--- src/shared/dbm_defs.vh ---
// Constants for the board command multiplexer
`ifndef DBM_DEFS_VH
`define DBM_DEFS_VH

// Timing
`define DBM_CLK_HZ 10000000
`define DBM_BAUD 19200
`define DBM_BIT_CYCLES ((`DBM_CLK_HZ + (`DBM_BAUD / 2)) / `DBM_BAUD)
`define DBM_HALF_CYCLES (`DBM_BIT_CYCLES / 2)

// Frame characters
`define DBM_CH_FRAME 8'h58
`define DBM_CH_COLON 8'h3a
`define DBM_CH_ZERO 8'h30
`define DBM_CH_ONE 8'h31
`define DBM_CH_TWO 8'h32
`define DBM_CH_THREE 8'h33
`define DBM_CH_BCAST 8'h39
`define DBM_CH_V 8'h56
`define DBM_CH_C 8'h43
`define DBM_CH_Z 8'h5a
`define DBM_CH_P 8'h50
`define DBM_CH_S 8'h53
`define DBM_CH_W 8'h57
`define DBM_CH_UNDER 8'h5f
`define DBM_CH_D 8'h44

// Frame body lengths (address digit included)
`define DBM_LEN_VER 4'h2
`define DBM_LEN_SEL 4'h4
`define DBM_LEN_PWR 4'h6
`define DBM_LEN_PORT 4'h7
`define DBM_BUF_BYTES 4'h8

// Interface select codes, high line then low line
`define DBM_SEL_I2C 2'b00
`define DBM_SEL_ONE_WIRE 2'b01
`define DBM_SEL_LIN 2'b10
`define DBM_SEL_NONE 2'b11

// DUT power and version reply
`define DBM_DUT_COUNT 24
`define DBM_VER_LEN 4'h8

`endif

--- src/logic/dbm_command_mux.v ---
// Command interpreter of the calibration carrier board
//
// Behaviour
// Link is 19200 baud, eight data bits, one stop bit, no parity.
// Commands arrive on the receive pin; replies leave on the reply pin.
// Act only on commands for the own address or the broadcast address.
// Version query for own address returns the version string; others stay silent.
// Up to eight boards chained; address zero sits next to the controller.
// Address read from jumpers inverted; open jumper reads zero.
// Three LEDs show the jumper address.
// Address digit nine is broadcast, executed by every board.
// Interface select one picks one-wire, zero picks I2C.
// Select lines high,low: 00 I2C, 01 one-wire, 10 LIN, 11 none.
// Port-set drives the named select line to zero or one.
// Controller sets both select ports before any interface command.
// Board only switches DUT power and selects the interface.
// Twenty-four DUT positions, each with its own switched supply.
// Each DUT supply is switched on or off by command.
// Frames are X, address, command, arguments, colon X; others discarded.
// After reset both select lines are low, selecting I2C.
`timescale 1ns/1ps
`default_nettype none
`include "dbm_defs.vh"

module dbm_command_mux (
    input wire clk_sys, // System clock, 10 MHz
    input wire reset, // Synchronous reset, active high
    input wire rx_pin, // Command receive line
    input wire [2:0] address_jumper_block, // Jumper pins, high when open
    output wire reply_and_select_high_pin, // Serial reply line, idle high
    output wire select_high_port, // Interface mux select, high line
    output wire select_low_port, // Interface mux select, low line
    output wire address_led_a, // Address bit 0 indicator
    output wire address_led_b, // Address bit 1 indicator
    output wire address_led_c, // Address bit 2 indicator
    output wire [`DBM_DUT_COUNT-1:0] dut_power_en, // Per-DUT supply enable
    output wire reply_busy // High while a reply is being sent
);
    localparam integer BIT_CYC_INT = `DBM_BIT_CYCLES;
    localparam [9:0] BIT_CYC = BIT_CYC_INT[9:0];
    localparam [2:0] ST_IDLE = 3'b001;
    localparam [2:0] ST_BODY = 3'b010;
    localparam [2:0] ST_TERM = 3'b100;
    // Reply text; value is arbitrary
    localparam [63:0] VERSION_TEXT = 64'h5632_2E30_3162_0D0A;

    wire [7:0] rx_data;
    wire rx_valid;

    reg [2:0] jmp_sync1_reg;
    reg [2:0] jmp_sync2_reg;
    reg [2:0] own_addr_reg;
    reg [2:0] state_reg;
    reg [63:0] buf_reg;
    reg [3:0] len_reg;
    reg sel_high_reg;
    reg sel_low_reg;
    reg [`DBM_DUT_COUNT-1:0] power_reg;
    reg tx_active_reg;
    reg tx_line_reg;
    reg [9:0] tx_cnt_reg;
    reg [3:0] tx_bits_reg;
    reg [8:0] tx_shift_reg;
    reg [3:0] tx_idx_reg;

    function [7:0] byte_at;
        input [63:0] b;
        input [2:0] i;
        begin
            byte_at = b[i*8 +: 8];
        end
    endfunction

    function is_bit_char;
        input [7:0] ch;
        begin
            is_bit_char = (ch == `DBM_CH_ZERO) || (ch == `DBM_CH_ONE);
        end
    endfunction

    function is_digit;
        input [7:0] ch;
        begin
            is_digit = (ch[7:4] == 4'h3) && (ch[3:0] <= 4'h9);
        end
    endfunction

    function [7:0] ver_char;
        input [3:0] idx;
        begin
            ver_char = VERSION_TEXT[(7 - idx[2:0])*8 +: 8];
        end
    endfunction

    dbm_uart_rx u_rx (
        .clk_sys(clk_sys),
        .reset(reset),
        .rx_pin(rx_pin),
        .rx_data(rx_data),
        .rx_valid(rx_valid)
    );

    wire [7:0] b0 = byte_at(buf_reg, 3'd0);
    wire [7:0] b1 = byte_at(buf_reg, 3'd1);
    wire [7:0] b2 = byte_at(buf_reg, 3'd2);
    wire [7:0] b3 = byte_at(buf_reg, 3'd3);
    wire [7:0] b4 = byte_at(buf_reg, 3'd4);
    wire [7:0] b5 = byte_at(buf_reg, 3'd5);
    wire [7:0] b6 = byte_at(buf_reg, 3'd6);
    wire [7:0] own_digit = {5'b00110, own_addr_reg};
    wire own_hit = (b0 == own_digit);
    wire addr_hit = own_hit || (b0 == `DBM_CH_BCAST);
    wire frame_done = (state_reg == ST_TERM) && rx_valid && (rx_data == `DBM_CH_FRAME);

    wire cmd_ver = (len_reg == `DBM_LEN_VER) && (b1 == `DBM_CH_V) && own_hit;
    wire cmd_sel = (len_reg == `DBM_LEN_SEL) && (b1 == `DBM_CH_C) && (b2 == `DBM_CH_Z)
        && is_bit_char(b3) && addr_hit;
    wire cmd_port = (len_reg == `DBM_LEN_PORT) && (b1 == `DBM_CH_P) && (b2 == `DBM_CH_S)
        && (b3 == `DBM_CH_UNDER) && (b4 == `DBM_CH_D)
        && ((b5 == `DBM_CH_TWO) || (b5 == `DBM_CH_THREE)) && is_bit_char(b6) && addr_hit;
    wire [6:0] pw_num = {3'b000, b3[3:0]} * 7'h0a + {3'b000, b4[3:0]};
    wire [6:0] pw_idx = pw_num - 7'h01;
    wire cmd_pwr = (len_reg == `DBM_LEN_PWR) && (b1 == `DBM_CH_P) && (b2 == `DBM_CH_W)
        && is_digit(b3) && is_digit(b4) && is_bit_char(b5) && addr_hit
        && (pw_num != 7'h00) && (pw_num <= 7'd24);

    assign reply_and_select_high_pin = tx_line_reg;
    assign select_high_port = sel_high_reg;
    assign select_low_port = sel_low_reg;
    assign address_led_a = own_addr_reg[0];
    assign address_led_b = own_addr_reg[1];
    assign address_led_c = own_addr_reg[2];
    assign dut_power_en = power_reg;
    assign reply_busy = tx_active_reg;

    // Jumper pins are asynchronous straps
    always @(posedge clk_sys) begin
        if (reset) begin
            jmp_sync1_reg <= 3'b111;
            jmp_sync2_reg <= 3'b111;
            own_addr_reg <= 3'b000;
        end else begin
            jmp_sync1_reg <= address_jumper_block;
            jmp_sync2_reg <= jmp_sync1_reg;
            own_addr_reg <= ~jmp_sync2_reg;
        end
    end

    // Frame parser
    always @(posedge clk_sys) begin
        if (reset) begin
            state_reg <= ST_IDLE;
            buf_reg <= 64'h0000_0000_0000_0000;
            len_reg <= 4'h0;
        end else if (rx_valid) begin
            case (state_reg)
                ST_IDLE: begin
                    if (rx_data == `DBM_CH_FRAME) begin
                        state_reg <= ST_BODY;
                        len_reg <= 4'h0;
                    end
                end
                ST_BODY: begin
                    if (rx_data == `DBM_CH_FRAME) begin
                        // A fresh X restarts the frame
                        len_reg <= 4'h0;
                    end else if (rx_data == `DBM_CH_COLON) begin
                        state_reg <= ST_TERM;
                    end else if (len_reg == `DBM_BUF_BYTES) begin
                        state_reg <= ST_IDLE;
                    end else begin
                        buf_reg[len_reg[2:0]*8 +: 8] <= rx_data;
                        len_reg <= len_reg + 4'h1;
                    end
                end
                ST_TERM: begin
                    state_reg <= ST_IDLE;
                end
                default: begin
                    state_reg <= ST_IDLE;
                end
            endcase
        end
    end

    // Command execution; only mux select and DUT power are steered here
    always @(posedge clk_sys) begin
        if (reset) begin
            sel_high_reg <= 1'b0;
            sel_low_reg <= 1'b0;
            power_reg <= {`DBM_DUT_COUNT{1'b0}};
        end else if (frame_done) begin
            if (cmd_sel) begin
                // 00 or 01 only; LIN needs port-set
                sel_high_reg <= 1'b0;
                sel_low_reg <= b3[0];
            end
            if (cmd_port) begin
                if (b5 == `DBM_CH_TWO) begin
                    sel_low_reg <= b6[0];
                end else begin
                    sel_high_reg <= b6[0];
                end
            end
            if (cmd_pwr) begin
                power_reg[pw_idx[4:0]] <= b5[0];
            end
        end
    end

    // Reply transmitter; a query during a reply is dropped
    always @(posedge clk_sys) begin
        if (reset) begin
            tx_active_reg <= 1'b0;
            tx_line_reg <= 1'b1;
            tx_cnt_reg <= 10'h000;
            tx_bits_reg <= 4'h0;
            tx_shift_reg <= 9'h1ff;
            tx_idx_reg <= 4'h0;
        end else if (!tx_active_reg) begin
            if (frame_done && cmd_ver) begin
                tx_active_reg <= 1'b1;
                tx_idx_reg <= 4'h0;
                tx_line_reg <= 1'b0;
                tx_shift_reg <= {1'b1, ver_char(4'h0)};
                tx_bits_reg <= 4'h9;
                tx_cnt_reg <= BIT_CYC - 10'h001;
            end
        end else if (tx_cnt_reg != 10'h000) begin
            tx_cnt_reg <= tx_cnt_reg - 10'h001;
        end else if (tx_bits_reg != 4'h0) begin
            tx_line_reg <= tx_shift_reg[0];
            tx_shift_reg <= {1'b1, tx_shift_reg[8:1]};
            tx_bits_reg <= tx_bits_reg - 4'h1;
            tx_cnt_reg <= BIT_CYC - 10'h001;
        end else if (tx_idx_reg + 4'h1 < `DBM_VER_LEN) begin
            tx_idx_reg <= tx_idx_reg + 4'h1;
            tx_line_reg <= 1'b0;
            tx_shift_reg <= {1'b1, ver_char(tx_idx_reg + 4'h1)};
            tx_bits_reg <= 4'h9;
            tx_cnt_reg <= BIT_CYC - 10'h001;
        end else begin
            tx_active_reg <= 1'b0;
        end
    end
endmodule // dbm_command_mux
`default_nettype wire

--- src/logic/dbm_uart_rx.v ---
// Serial receiver, 8N1, with input synchroniser
`timescale 1ns/1ps
`default_nettype none
`include "dbm_defs.vh"

module dbm_uart_rx (
    input wire clk_sys, // System clock
    input wire reset, // Synchronous reset, active high
    input wire rx_pin, // Serial line from the pin
    output wire [7:0] rx_data, // Received byte
    output wire rx_valid // One-cycle pulse per good byte
);
    // Header counts are 32-bit integers; keep the ten bits the counter holds
    localparam integer BIT_CYC_INT = `DBM_BIT_CYCLES;
    localparam integer HALF_CYC_INT = `DBM_HALF_CYCLES;
    localparam [9:0] BIT_CYC = BIT_CYC_INT[9:0];
    localparam [9:0] HALF_CYC = HALF_CYC_INT[9:0];

    reg sync1_reg;
    reg sync2_reg;
    reg busy_reg;
    reg [9:0] cnt_reg;
    reg [3:0] bit_reg;
    reg [7:0] shift_reg;
    reg [7:0] data_reg;
    reg valid_reg;

    assign rx_data = data_reg;
    assign rx_valid = valid_reg;

    always @(posedge clk_sys) begin
        if (reset) begin
            sync1_reg <= 1'b1;
            sync2_reg <= 1'b1;
            busy_reg <= 1'b0;
            cnt_reg <= 10'h000;
            bit_reg <= 4'h0;
            shift_reg <= 8'h00;
            data_reg <= 8'h00;
            valid_reg <= 1'b0;
        end else begin
            sync1_reg <= rx_pin;
            sync2_reg <= sync1_reg;
            valid_reg <= 1'b0;
            if (!busy_reg) begin
                if (!sync2_reg) begin
                    busy_reg <= 1'b1;
                    cnt_reg <= HALF_CYC;
                    bit_reg <= 4'h0;
                end
            end else if (cnt_reg != 10'h000) begin
                cnt_reg <= cnt_reg - 10'h001;
            end else begin
                cnt_reg <= BIT_CYC - 10'h001;
                if (bit_reg == 4'h0) begin
                    // Glitch shorter than half a bit is not a start
                    if (sync2_reg) begin
                        busy_reg <= 1'b0;
                    end
                    bit_reg <= 4'h1;
                end else if (bit_reg < 4'h9) begin
                    shift_reg <= {sync2_reg, shift_reg[7:1]};
                    bit_reg <= bit_reg + 4'h1;
                end else begin
                    busy_reg <= 1'b0;
                    // Missing stop bit drops the byte
                    if (sync2_reg) begin
                        data_reg <= shift_reg;
                        valid_reg <= 1'b1;
                    end
                end
            end
        end
    end
endmodule // dbm_uart_rx
`default_nettype wire

--- config.mk ---
export PLATFORM = sky130hd
export DESIGN_NAME = dbm_command_mux
export DESIGN_NICKNAME = d
export VERILOG_FILES = /design/src/logic/dbm_command_mux.v /design/src/logic/dbm_uart_rx.v
export VERILOG_INCLUDE_DIRS = /design/src /design/src/shared
export SDC_FILE = /design/constraint.sdc
export NUM_CORES = 1
export LEC_CHECK = 0
export ABC_AREA = 0
export BUFFER_PORTS_ARGS = -buffer_cell sky130_fd_sc_hd__buf_2
export CAP_MARGIN = 10
export CORE_ASPECT_RATIO = 0.5
export CORE_MARGIN = 4
export CORE_UTILIZATION = 30
export CTS_CLUSTER_SIZE = 10
export DETAILED_ROUTE_END_ITERATION = 6
export SYNTH_ARGS = -nofsm -noshare
export SYNTH_HDL_FRONTEND = slang
export SYNTH_SLANG_ARGS = --single-unit
--- constraint.sdc ---
create_clock -name clk_sys -period 3.26 [get_ports clk_sys]
set_input_delay 0.326 -clock clk_sys [delete_from_list [all_inputs] [get_ports clk_sys]]
set_output_delay 0.326 -clock clk_sys [all_outputs]
set_load 0.01 [all_outputs]
**Word-level counts from Yosys, hierarchy flattened**

Cells that the tools add are included.
W data, S select, Z words.

- Output and inout port bits: 31
- Logic and storage cells: 209
- Input bits: 6
- Bits in registers: 169

- Bitwise operators: 8
- Multipliers: 1
- Add/sub/neg operators: 10
- $lt $le $gt $ge: 7
- Equality and inequality tests: 43
- Shift operators: 3
- Mux-type cells: 64
- Reductions and logical operators: 50

Operators with widths:

| cell | count |
|---|---|
| $eq A8 B6 Y1 const B | 10 |
| $mux W10 | 8 |
| $mux W4 | 19 |
| $eq A8 B7 Y1 const B | 9 |
| $bwmux W64 | 1 |
| $shift A8 B34 Y64 const A | 1 |
| $shiftx A64 B33 Y8 const A | 1 |
| $shiftx A8 B34 Y64 | 1 |
| $mux W9 | 5 |
| $neg A6 Y34 | 1 |
| $logic_and A1 B1 Y1 | 27 |
| $bwmux W24 | 1 |
| $mux W1 | 23 |
| $reduce_bool A10 Y1 | 2 |
| $sub A10 B1 Y10 const B | 2 |
| $reduce_and A5 Y1 | 3 |
| $add A4 B1 Y4 const B | 3 |
| $eq A4 B2 Y1 const B | 3 |
| $eq A4 B3 Y1 const B | 3 |
| $mux W3 | 4 |
| $ne A2 B2 Y1 const B | 6 |
| $ne A3 B3 Y1 const B | 4 |
| $reduce_and A4 Y1 | 3 |
| $eq A8 B6 Y1 | 1 |
| 30 further kinds | 45 |

**Logic depth before layout (Yosys ltp)**

Gate-level depths: netlist (run 1).

- Depth after elaboration: 10
- Gate-level depth with buffers: 10
- Depth with buffers taken out: 10

**Hierarchy**

Synthesis (run 1) repeated with hierarchy kept, for this count alone.

- Cells, all modules: 878
- Area, all modules: 7817.5 um2

Modules (own cells, without submodules):

| module | instances | cells an instance | seq. area each (um2) | area each (um2) |
|---|---|---|---|---|
| dbm_command_mux | 1 | 712 | 2522.4 | 6326.1 |
| dbm_uart_rx | 1 | 166 | 680.7 | 1491.4 |

**Worst setup path before layout (run 1)**

Ideal clock, no wire load.

- Kind: reg2reg
- From: register buf_reg[24]
- To: register power_reg[22] (netlist: dut_power_en[22])
- Library setup time: 0.071 ns
- Data arrival time: 2.870 ns
- Slack: 0.319 ns
- Cell stages (with the launch flop): 9
- Cells stage by stage: dfxtp_1 ha_1 ha_1 and3_1 or3_1 a311o_1 a2111oi_2 nand3_1 a21oi_1

- Word-level cells in the longest chain between the ends: 9
- Elaborated cells between the ends (all ways): 20
- Those cells by class: add/sub (2); mul (1); order compare (4); mux (3); reduce/logical (10)

Ends and longest elaborated chain:

| element | line | source |
|---|---|---|
| start, declared | dbm_command_mux.v:54 | `reg [63:0] buf_reg;` |
| start signal, assigned by index | dbm_command_mux.v:172 | `buf_reg[len_reg[2:0]*8 +: 8] <= rx_data;` |
| branches (longest 9 deep; another with $add A7 B4 Y7) | n/a |  |
| end signal, assigned | dbm_command_mux.v:191 | `` power_reg <= {`DBM_DUT_COUNT{1'b0}}; `` |
| end signal, assigned by index | dbm_command_mux.v:206 | `power_reg[pw_idx[4:0]] <= b5[0];` |
| end, declared | dbm_command_mux.v:58 | `` reg [`DBM_DUT_COUNT-1:0] power_reg; `` |

Several ways; the timed one is not identified.
A chain may end at the register's enable or synchronous reset.

**Worst setup path in the final report (run 1)**

- From: register buf_reg[24]
- To: register power_reg[16] (netlist: dut_power_en[16])

Same word-level chain as after synthesis.

==> results_dict.tcl, run 1 <==
set metrics [dict create \
    status "finished, final reports clean" \
    gp_congestion 0.843 \
    holdBufCountCts 0 \
    powerDensity_mw_per_mm2 457 \
    first_iter_violations 469 \
    worstSetupEndpointType "register" \
    syn-instance-count 873 \
    fin_crit_sh_pct 94.6 \
    regArea_mm2 0.00320 \
    drive_gt1_share_pct 14.2 \
    cts_tree "done" \
    drv_slew 0 \
    leakage_nw 3.46 \
    hp-class "primary input to register" \
    clkSlewWorstSetupHoldPaths_ps 80 \
    clkLatencyLatePin_ps 430 \
    finClkSkew_ps 14.7 \
    finalHoldViolCount 0 \
    gr-usage-all-layers_pct 13.2 \
    io_pins 37 \
    synth_top_area_cell "dfxtp_1" \
    crit_arrival_ps 3380 \
    die_w_um 235 \
    dr_total_vias 6463 \
    die_height_um 121 \
    numCtsBuffers 17 \
    root_buffer "clkbuf_16" \
    tightest_slew_ps 645 \
    start_util_pct 30.6 \
    rows 41 \
    coreArea_mm2 0.0252 \
    r2r_cells 8 \
    critPathRequiredTime_ps 3550 \
    synth.most_common_cell "dfxtp_1" \
    synth_top_area_share_pct 41.5 \
    netlist_top_cells_count "dfxtp_1, nor2_1, mux2i_1" \
    final_nets 945 \
    setup_viol 0 \
    synth-seq-cells 160 \
    crit_fanout 8 \
    yosys_warnings 0 \
    nFillCells 2530 \
    cap_violations 0 \
    antenna_found_initial 0 \
    rsz0062_at_grt "false" \
    netlist_area_mm2 0.00772 \
    worst_slew_margin_rel_pct 57.0 \
    grt_pass1_wl_mm 31.3 \
    cts.sinks 160 \
    synth-edff-count 0 \
    first_global_vias 6150 \
    path_common_cell "ha_1" \
    start_kind "register" \
    slowest_delay_ps 490 \
    grt-ovfl-total 0 \
    fin_crit_ps 3080 \
    synth_nets 902 \
    path_cells "ha_1, ha_1, and3_1, or3_1, a311o_2, a2111o_1, o21ai_0, a21oi_1" \
    fp.dieArea_mm2 0.0285 \
    synth_area_per_cell_um2 8.84 \
    drt-total-wl_mm 19.0 \
    max_freq_mhz 324 \
    final_cell_area_mm2 0.00900 \
    ant_nets 0 \
    synth.area.top_cells "dfxtp_1, mux2i_1, nor2_1, a21oi_1, ha_1" \
    clock_path_buffers 2 \
    fin_setup_tns_ps 0 \
    wire_per_inst_um 14.9 \
    final_core_util_pct 35.7 \
    critical_path_class "register to register" \
    yosysSeqAreaShare_pct 41.5 \
    drc 0 \
    area_growth_pct 16.6 \
    n_antenna_cell 0 \
    slowest_stage "a2111o_1" \
    vdd_drop_max_uv 352 \
    synthArstFlopShare_pct 0 \
    dominantRegCellSynth "dfxtp_1" \
    hold_depth 2 \
    detailed_place_hpwl_mm 13.4 \
    synth_cell_types 74 \
    grt_max_degree 93 \
    multi_input_area_mm2 0.00426 \
    viasPerCell 5.08 \
    largest_register_ffs 56 \
    postPlaceCellArea_mm2 0.00841 \
    drtPass1Iterations 5 \
    port_buffers 36 \
    cts_htree_levels 4 \
]
cells by family after synthesis:
kind of cell / synth area share [%]
AO/OA/AOI/OAI: 14.5
XOR/XNOR: 1.59
adder cells (fa/ha/maj): 3.92
buffers and inverters: 3.31
flip-flops: 41.5
multiplexers: 9.63
AND/OR/NAND/NOR: 25.6
final timing paths:
check | slack [ps] | end | from
max | 180 | dut_power_en[16]$_SDFFE_PP0P_ | buf_reg[24]$_SDFFE_PP0P_
min | 70 | jmp_sync1_reg[1]$_SDFF_PP1_ | address_jumper_block[1]
max reg2reg | 180 | dut_power_en[16]$_SDFFE_PP0P_ | buf_reg[24]$_SDFFE_PP0P_
min reg2reg | 390 | own_addr_reg[2]$_SDFF_PP0_ | jmp_sync2_reg[2]$_SDFF_PP1_
worst max-delay path: cells and delay by family, from the launching register on:
family | cells | cell delay [ps]
and+or+nand+nor | 2 | 630
AOI/OAI and AO/OA | 4 | 1290
DFF | 1 | 420
adders and majority gates | 2 | 620
through the flow:
step,power (mW),setup slack [ps],hold slack (ps),cells
after global routing,4.26,35.9,65.3,1273
after CTS,4.15,73.2,57.1,1273
after global placement,2.15,196,375,1241
after detailed placement,2.15,81.0,376,1241
after floorplan,2.12,319,368,873
final,4.11,176,71.1,1273
timing repair:
action | 4_1_cts | 5_1_grt
buffers inserted | 0 | 0
endpoints found under the hold margin | 0 | 0
endpoints found under the setup margin | 0 | 24
resized for setup | 0 | 1
power breakdown:
part	total (mW)	switching, mW	internal (mW)
Clock	2.00	0.913	1.09
Sequential	1.98	0.0148	1.97
Combinational	0.124	0.0782	0.0456
layout make-up:
cell class / count / area share, %
tap: 344 / 4.78
timing repair buffer: 67 / 4.75
sequential: 160 / 35.6
multi-input combinational: 647 / 47.4
clock inverter: 15 / 1.86
clock buffer: 17 / 4.72
inverter: 23 / 0.959
per-layer routing:
metal / wire length (µm) / vias up / global-route usage (%)
li1: - / 3245 / -
met1: 9100 / 3076 / 17.3
met2: 8860 / 127 / 21.8
met3: 821 / 15 / 3.25
met4: 235 / 0 / 3.76
met5: 0 / - / 0
placed cells by master, fill, tap and decap left out, types with 9 or more instances in the layout:
master     instances
buf_4             31
nand3_1           38
o21ai_0           50
and2_1            14
mux2i_1           72
nor2b_1           13
xor2_1            11
a21oi_1           60
nor2_1           128
nor3_1            20
inv_1             23
nor4_1            14
nand2_1           32
ha_1              21
or2_2             16
clkbuf_16         17
nand2b_1          13
nand4_1            9
dfxtp_1          160
buf_2             35
(Power assumes the default switching activity.)
==> run 2: changes to the inputs <==
--- a/config.mk
+++ b/config.mk
@@ -8,12 +8,11 @@
 export LEC_CHECK = 0
 export ABC_AREA = 0
 export BUFFER_PORTS_ARGS = -buffer_cell sky130_fd_sc_hd__buf_2
-export CAP_MARGIN = 10
 export CORE_ASPECT_RATIO = 0.5
-export CORE_MARGIN = 4
 export CORE_UTILIZATION = 30
 export CTS_CLUSTER_SIZE = 10
 export DETAILED_ROUTE_END_ITERATION = 6
+export RECOVER_POWER = 25
 export SYNTH_ARGS = -nofsm -noshare
 export SYNTH_HDL_FRONTEND = slang
 export SYNTH_SLANG_ARGS = --single-unit
==> results_dict.tcl, run 2 (synthesis gave the netlist of run 1 again) <==
set metrics [dict create \
    status "finished with violations" \
    violations "capacitance limit, slew limit" \
    gr-usage-all-layers_pct 14.2 \
    coreArea_mm2 0.0252 \
    antenna_found_initial 0 \
    io_pins 37 \
    start_kind "register" \
    ant_nets 0 \
    grt-ovfl-total 0 \
    cts_htree_levels 4 \
    dr_total_vias 6458 \
    path_cells "ha_1, ha_1, and3_1, or3_1, a311o_2, a2111o_1, o21ai_0, a21oi_1" \
    slowest_stage "a2111o_1" \
    clkLatencyLatePin_ps 430 \
    drtPass1Iterations 5 \
    slowest_delay_ps 510 \
    finalHoldViolCount 0 \
    critical_path_class "register to register" \
    largest_register_ffs 56 \
    drv_slew 64 \
    worst_slew_margin_rel_pct -87.5 \
    hold_depth 2 \
    switchingPower_uw 976 \
    grt_util_met2_pct 23.8 \
    numCtsBuffers 17 \
    holdBufCountCts 0 \
    drt-total-wl_mm 18.9 \
    clockPowerShare_pct 49.4 \
    max_freq_mhz 326 \
    r2r_cells 8 \
    cts_repair_resize_count 0 \
    die_w_um 229 \
    cts.sinks 160 \
    whs_ps 83.0 \
    n_antenna_cell 0 \
    post_cts_buffers 0 \
    port_buffers 36 \
    vdd_drop_max_uv 350 \
    swShare_pct 23.4 \
    clock_path_buffers 2 \
    first_iter_violations 363 \
    hp-class "primary input to register" \
    fin_crit_ps 3070 \
    nFillCells 2571 \
    fp.dieArea_mm2 0.0264 \
    final_nets 943 \
    finClkSkew_ps 14.2 \
    grt_pass1_wl_mm 30.7 \
    path_common_cell "ha_1" \
    cap_violations 1 \
    gp_congestion 0.862 \
    tightest_slew_ps 2810 \
    internal_power_mw 3.19 \
    fin_crit_sh_pct 94.2 \
    crit_fanout 8 \
    leakage_nw 3.32 \
    combPwrFrac_pct 3.0 \
    die_height_um 115 \
    seqPwrFrac_pct 47.6 \
    grt_max_degree 90 \
    globalRouteMet1Util_pct 18.8 \
    critPathRequiredTime_ps 3550 \
    detailed_place_hpwl_mm 13.3 \
    drc 0 \
    root_buffer "clkbuf_16" \
    crit_arrival_ps 3360 \
    setup_viol 0 \
    viasPerCell 5.08 \
    postPlaceCellArea_mm2 0.00840 \
    worstSetupEndpointType "register" \
    layout_common_cells "dfxtp_1, nor2_1, mux2i_1" \
    final_core_util_pct 35.5 \
    busiest_layer "met2" \
    drive_gt1_share_pct 10.6 \
    rows 41 \
    cts_tree "done" \
    start_util_pct 30.6 \
    wire_per_inst_um 14.9 \
    final_cell_area_mm2 0.00896 \
    first_global_vias 6028 \
    powerDensity_mw_per_mm2 465 \
    final_common_cell "dfxtp_1" \
    area_growth_pct 16.1 \
    fin_setup_tns_ps 0 \
    rsz0062_at_grt "false" \
    grt_use_met3_pct 2.49 \
    clkSlewWorstSetupHoldPaths_ps 70 \
]
-- run 2: path summary, 6_finish.rpt --
path / endpoint / start / slack [ps]
hold reg to reg: own_addr_reg[1]$_SDFF_PP0_ / jmp_sync2_reg[1]$_SDFF_PP1_ / 380
setup / recovery: dut_power_en[23]$_SDFFE_PP0P_ / buf_reg[24]$_SDFFE_PP0P_ / 190
hold / removal: jmp_sync1_reg[0]$_SDFF_PP1_ / address_jumper_block[0] / 80
setup reg to reg: dut_power_en[23]$_SDFFE_PP0P_ / buf_reg[24]$_SDFFE_PP0P_ / 190
-- run 2: worst max-delay path: cells and delay by family, from the launching register on --
| family | cells | cell delay, ps |
|---|---|---|
| fa+ha+maj | 2 | 610 |
| flops | 1 | 420 |
| simple gates | 2 | 640 |
| compound gates | 4 | 1270 |
-- run 2: cell type report --
cell class / count / area (µm²) / share of cell area [%]
multi-input cells: 647 / 4260 / 47.6
flip-flops and latches: 160 / 3200 / 35.7
clock buffers: 18 / 439 / 4.90
well taps: 344 / 430 / 4.80
repair buffers: 65 / 370 / 4.13
clock inverters: 14 / 170 / 1.90
inverters: 23 / 86.3 / 0.963
-- run 2: metal layers --
layer	share of wire, %	wire [µm]
met3	4.9	916
met4	1.4	263
met1	47	8850
met2	47	8860
met5	0	0
-- run 2: power by group through the flow --
stage | Sequential [mW] | Combinational (mW) | Clock (mW)
2_1_floorplan | 2.02 | 0.0943 | 0
3_3_place_gp | 2.03 | 0.123 | 0
3_5_place_dp | 2.03 | 0.124 | 0
4_1_cts | 1.98 | 0.125 | 2.10
5_1_grt | 1.98 | 0.137 | 2.18
6_report | 1.98 | 0.124 | 2.06
-- run 2: stage by stage --
stage	std cells	setup WS [ps]	power, mW
floorplan	873	319	2.12
global placement	1239	217	2.15
detailed placement	1239	116	2.15
CTS	1271	107	4.21
global route	1271	18.2	4.30
finish	1271	188	4.17
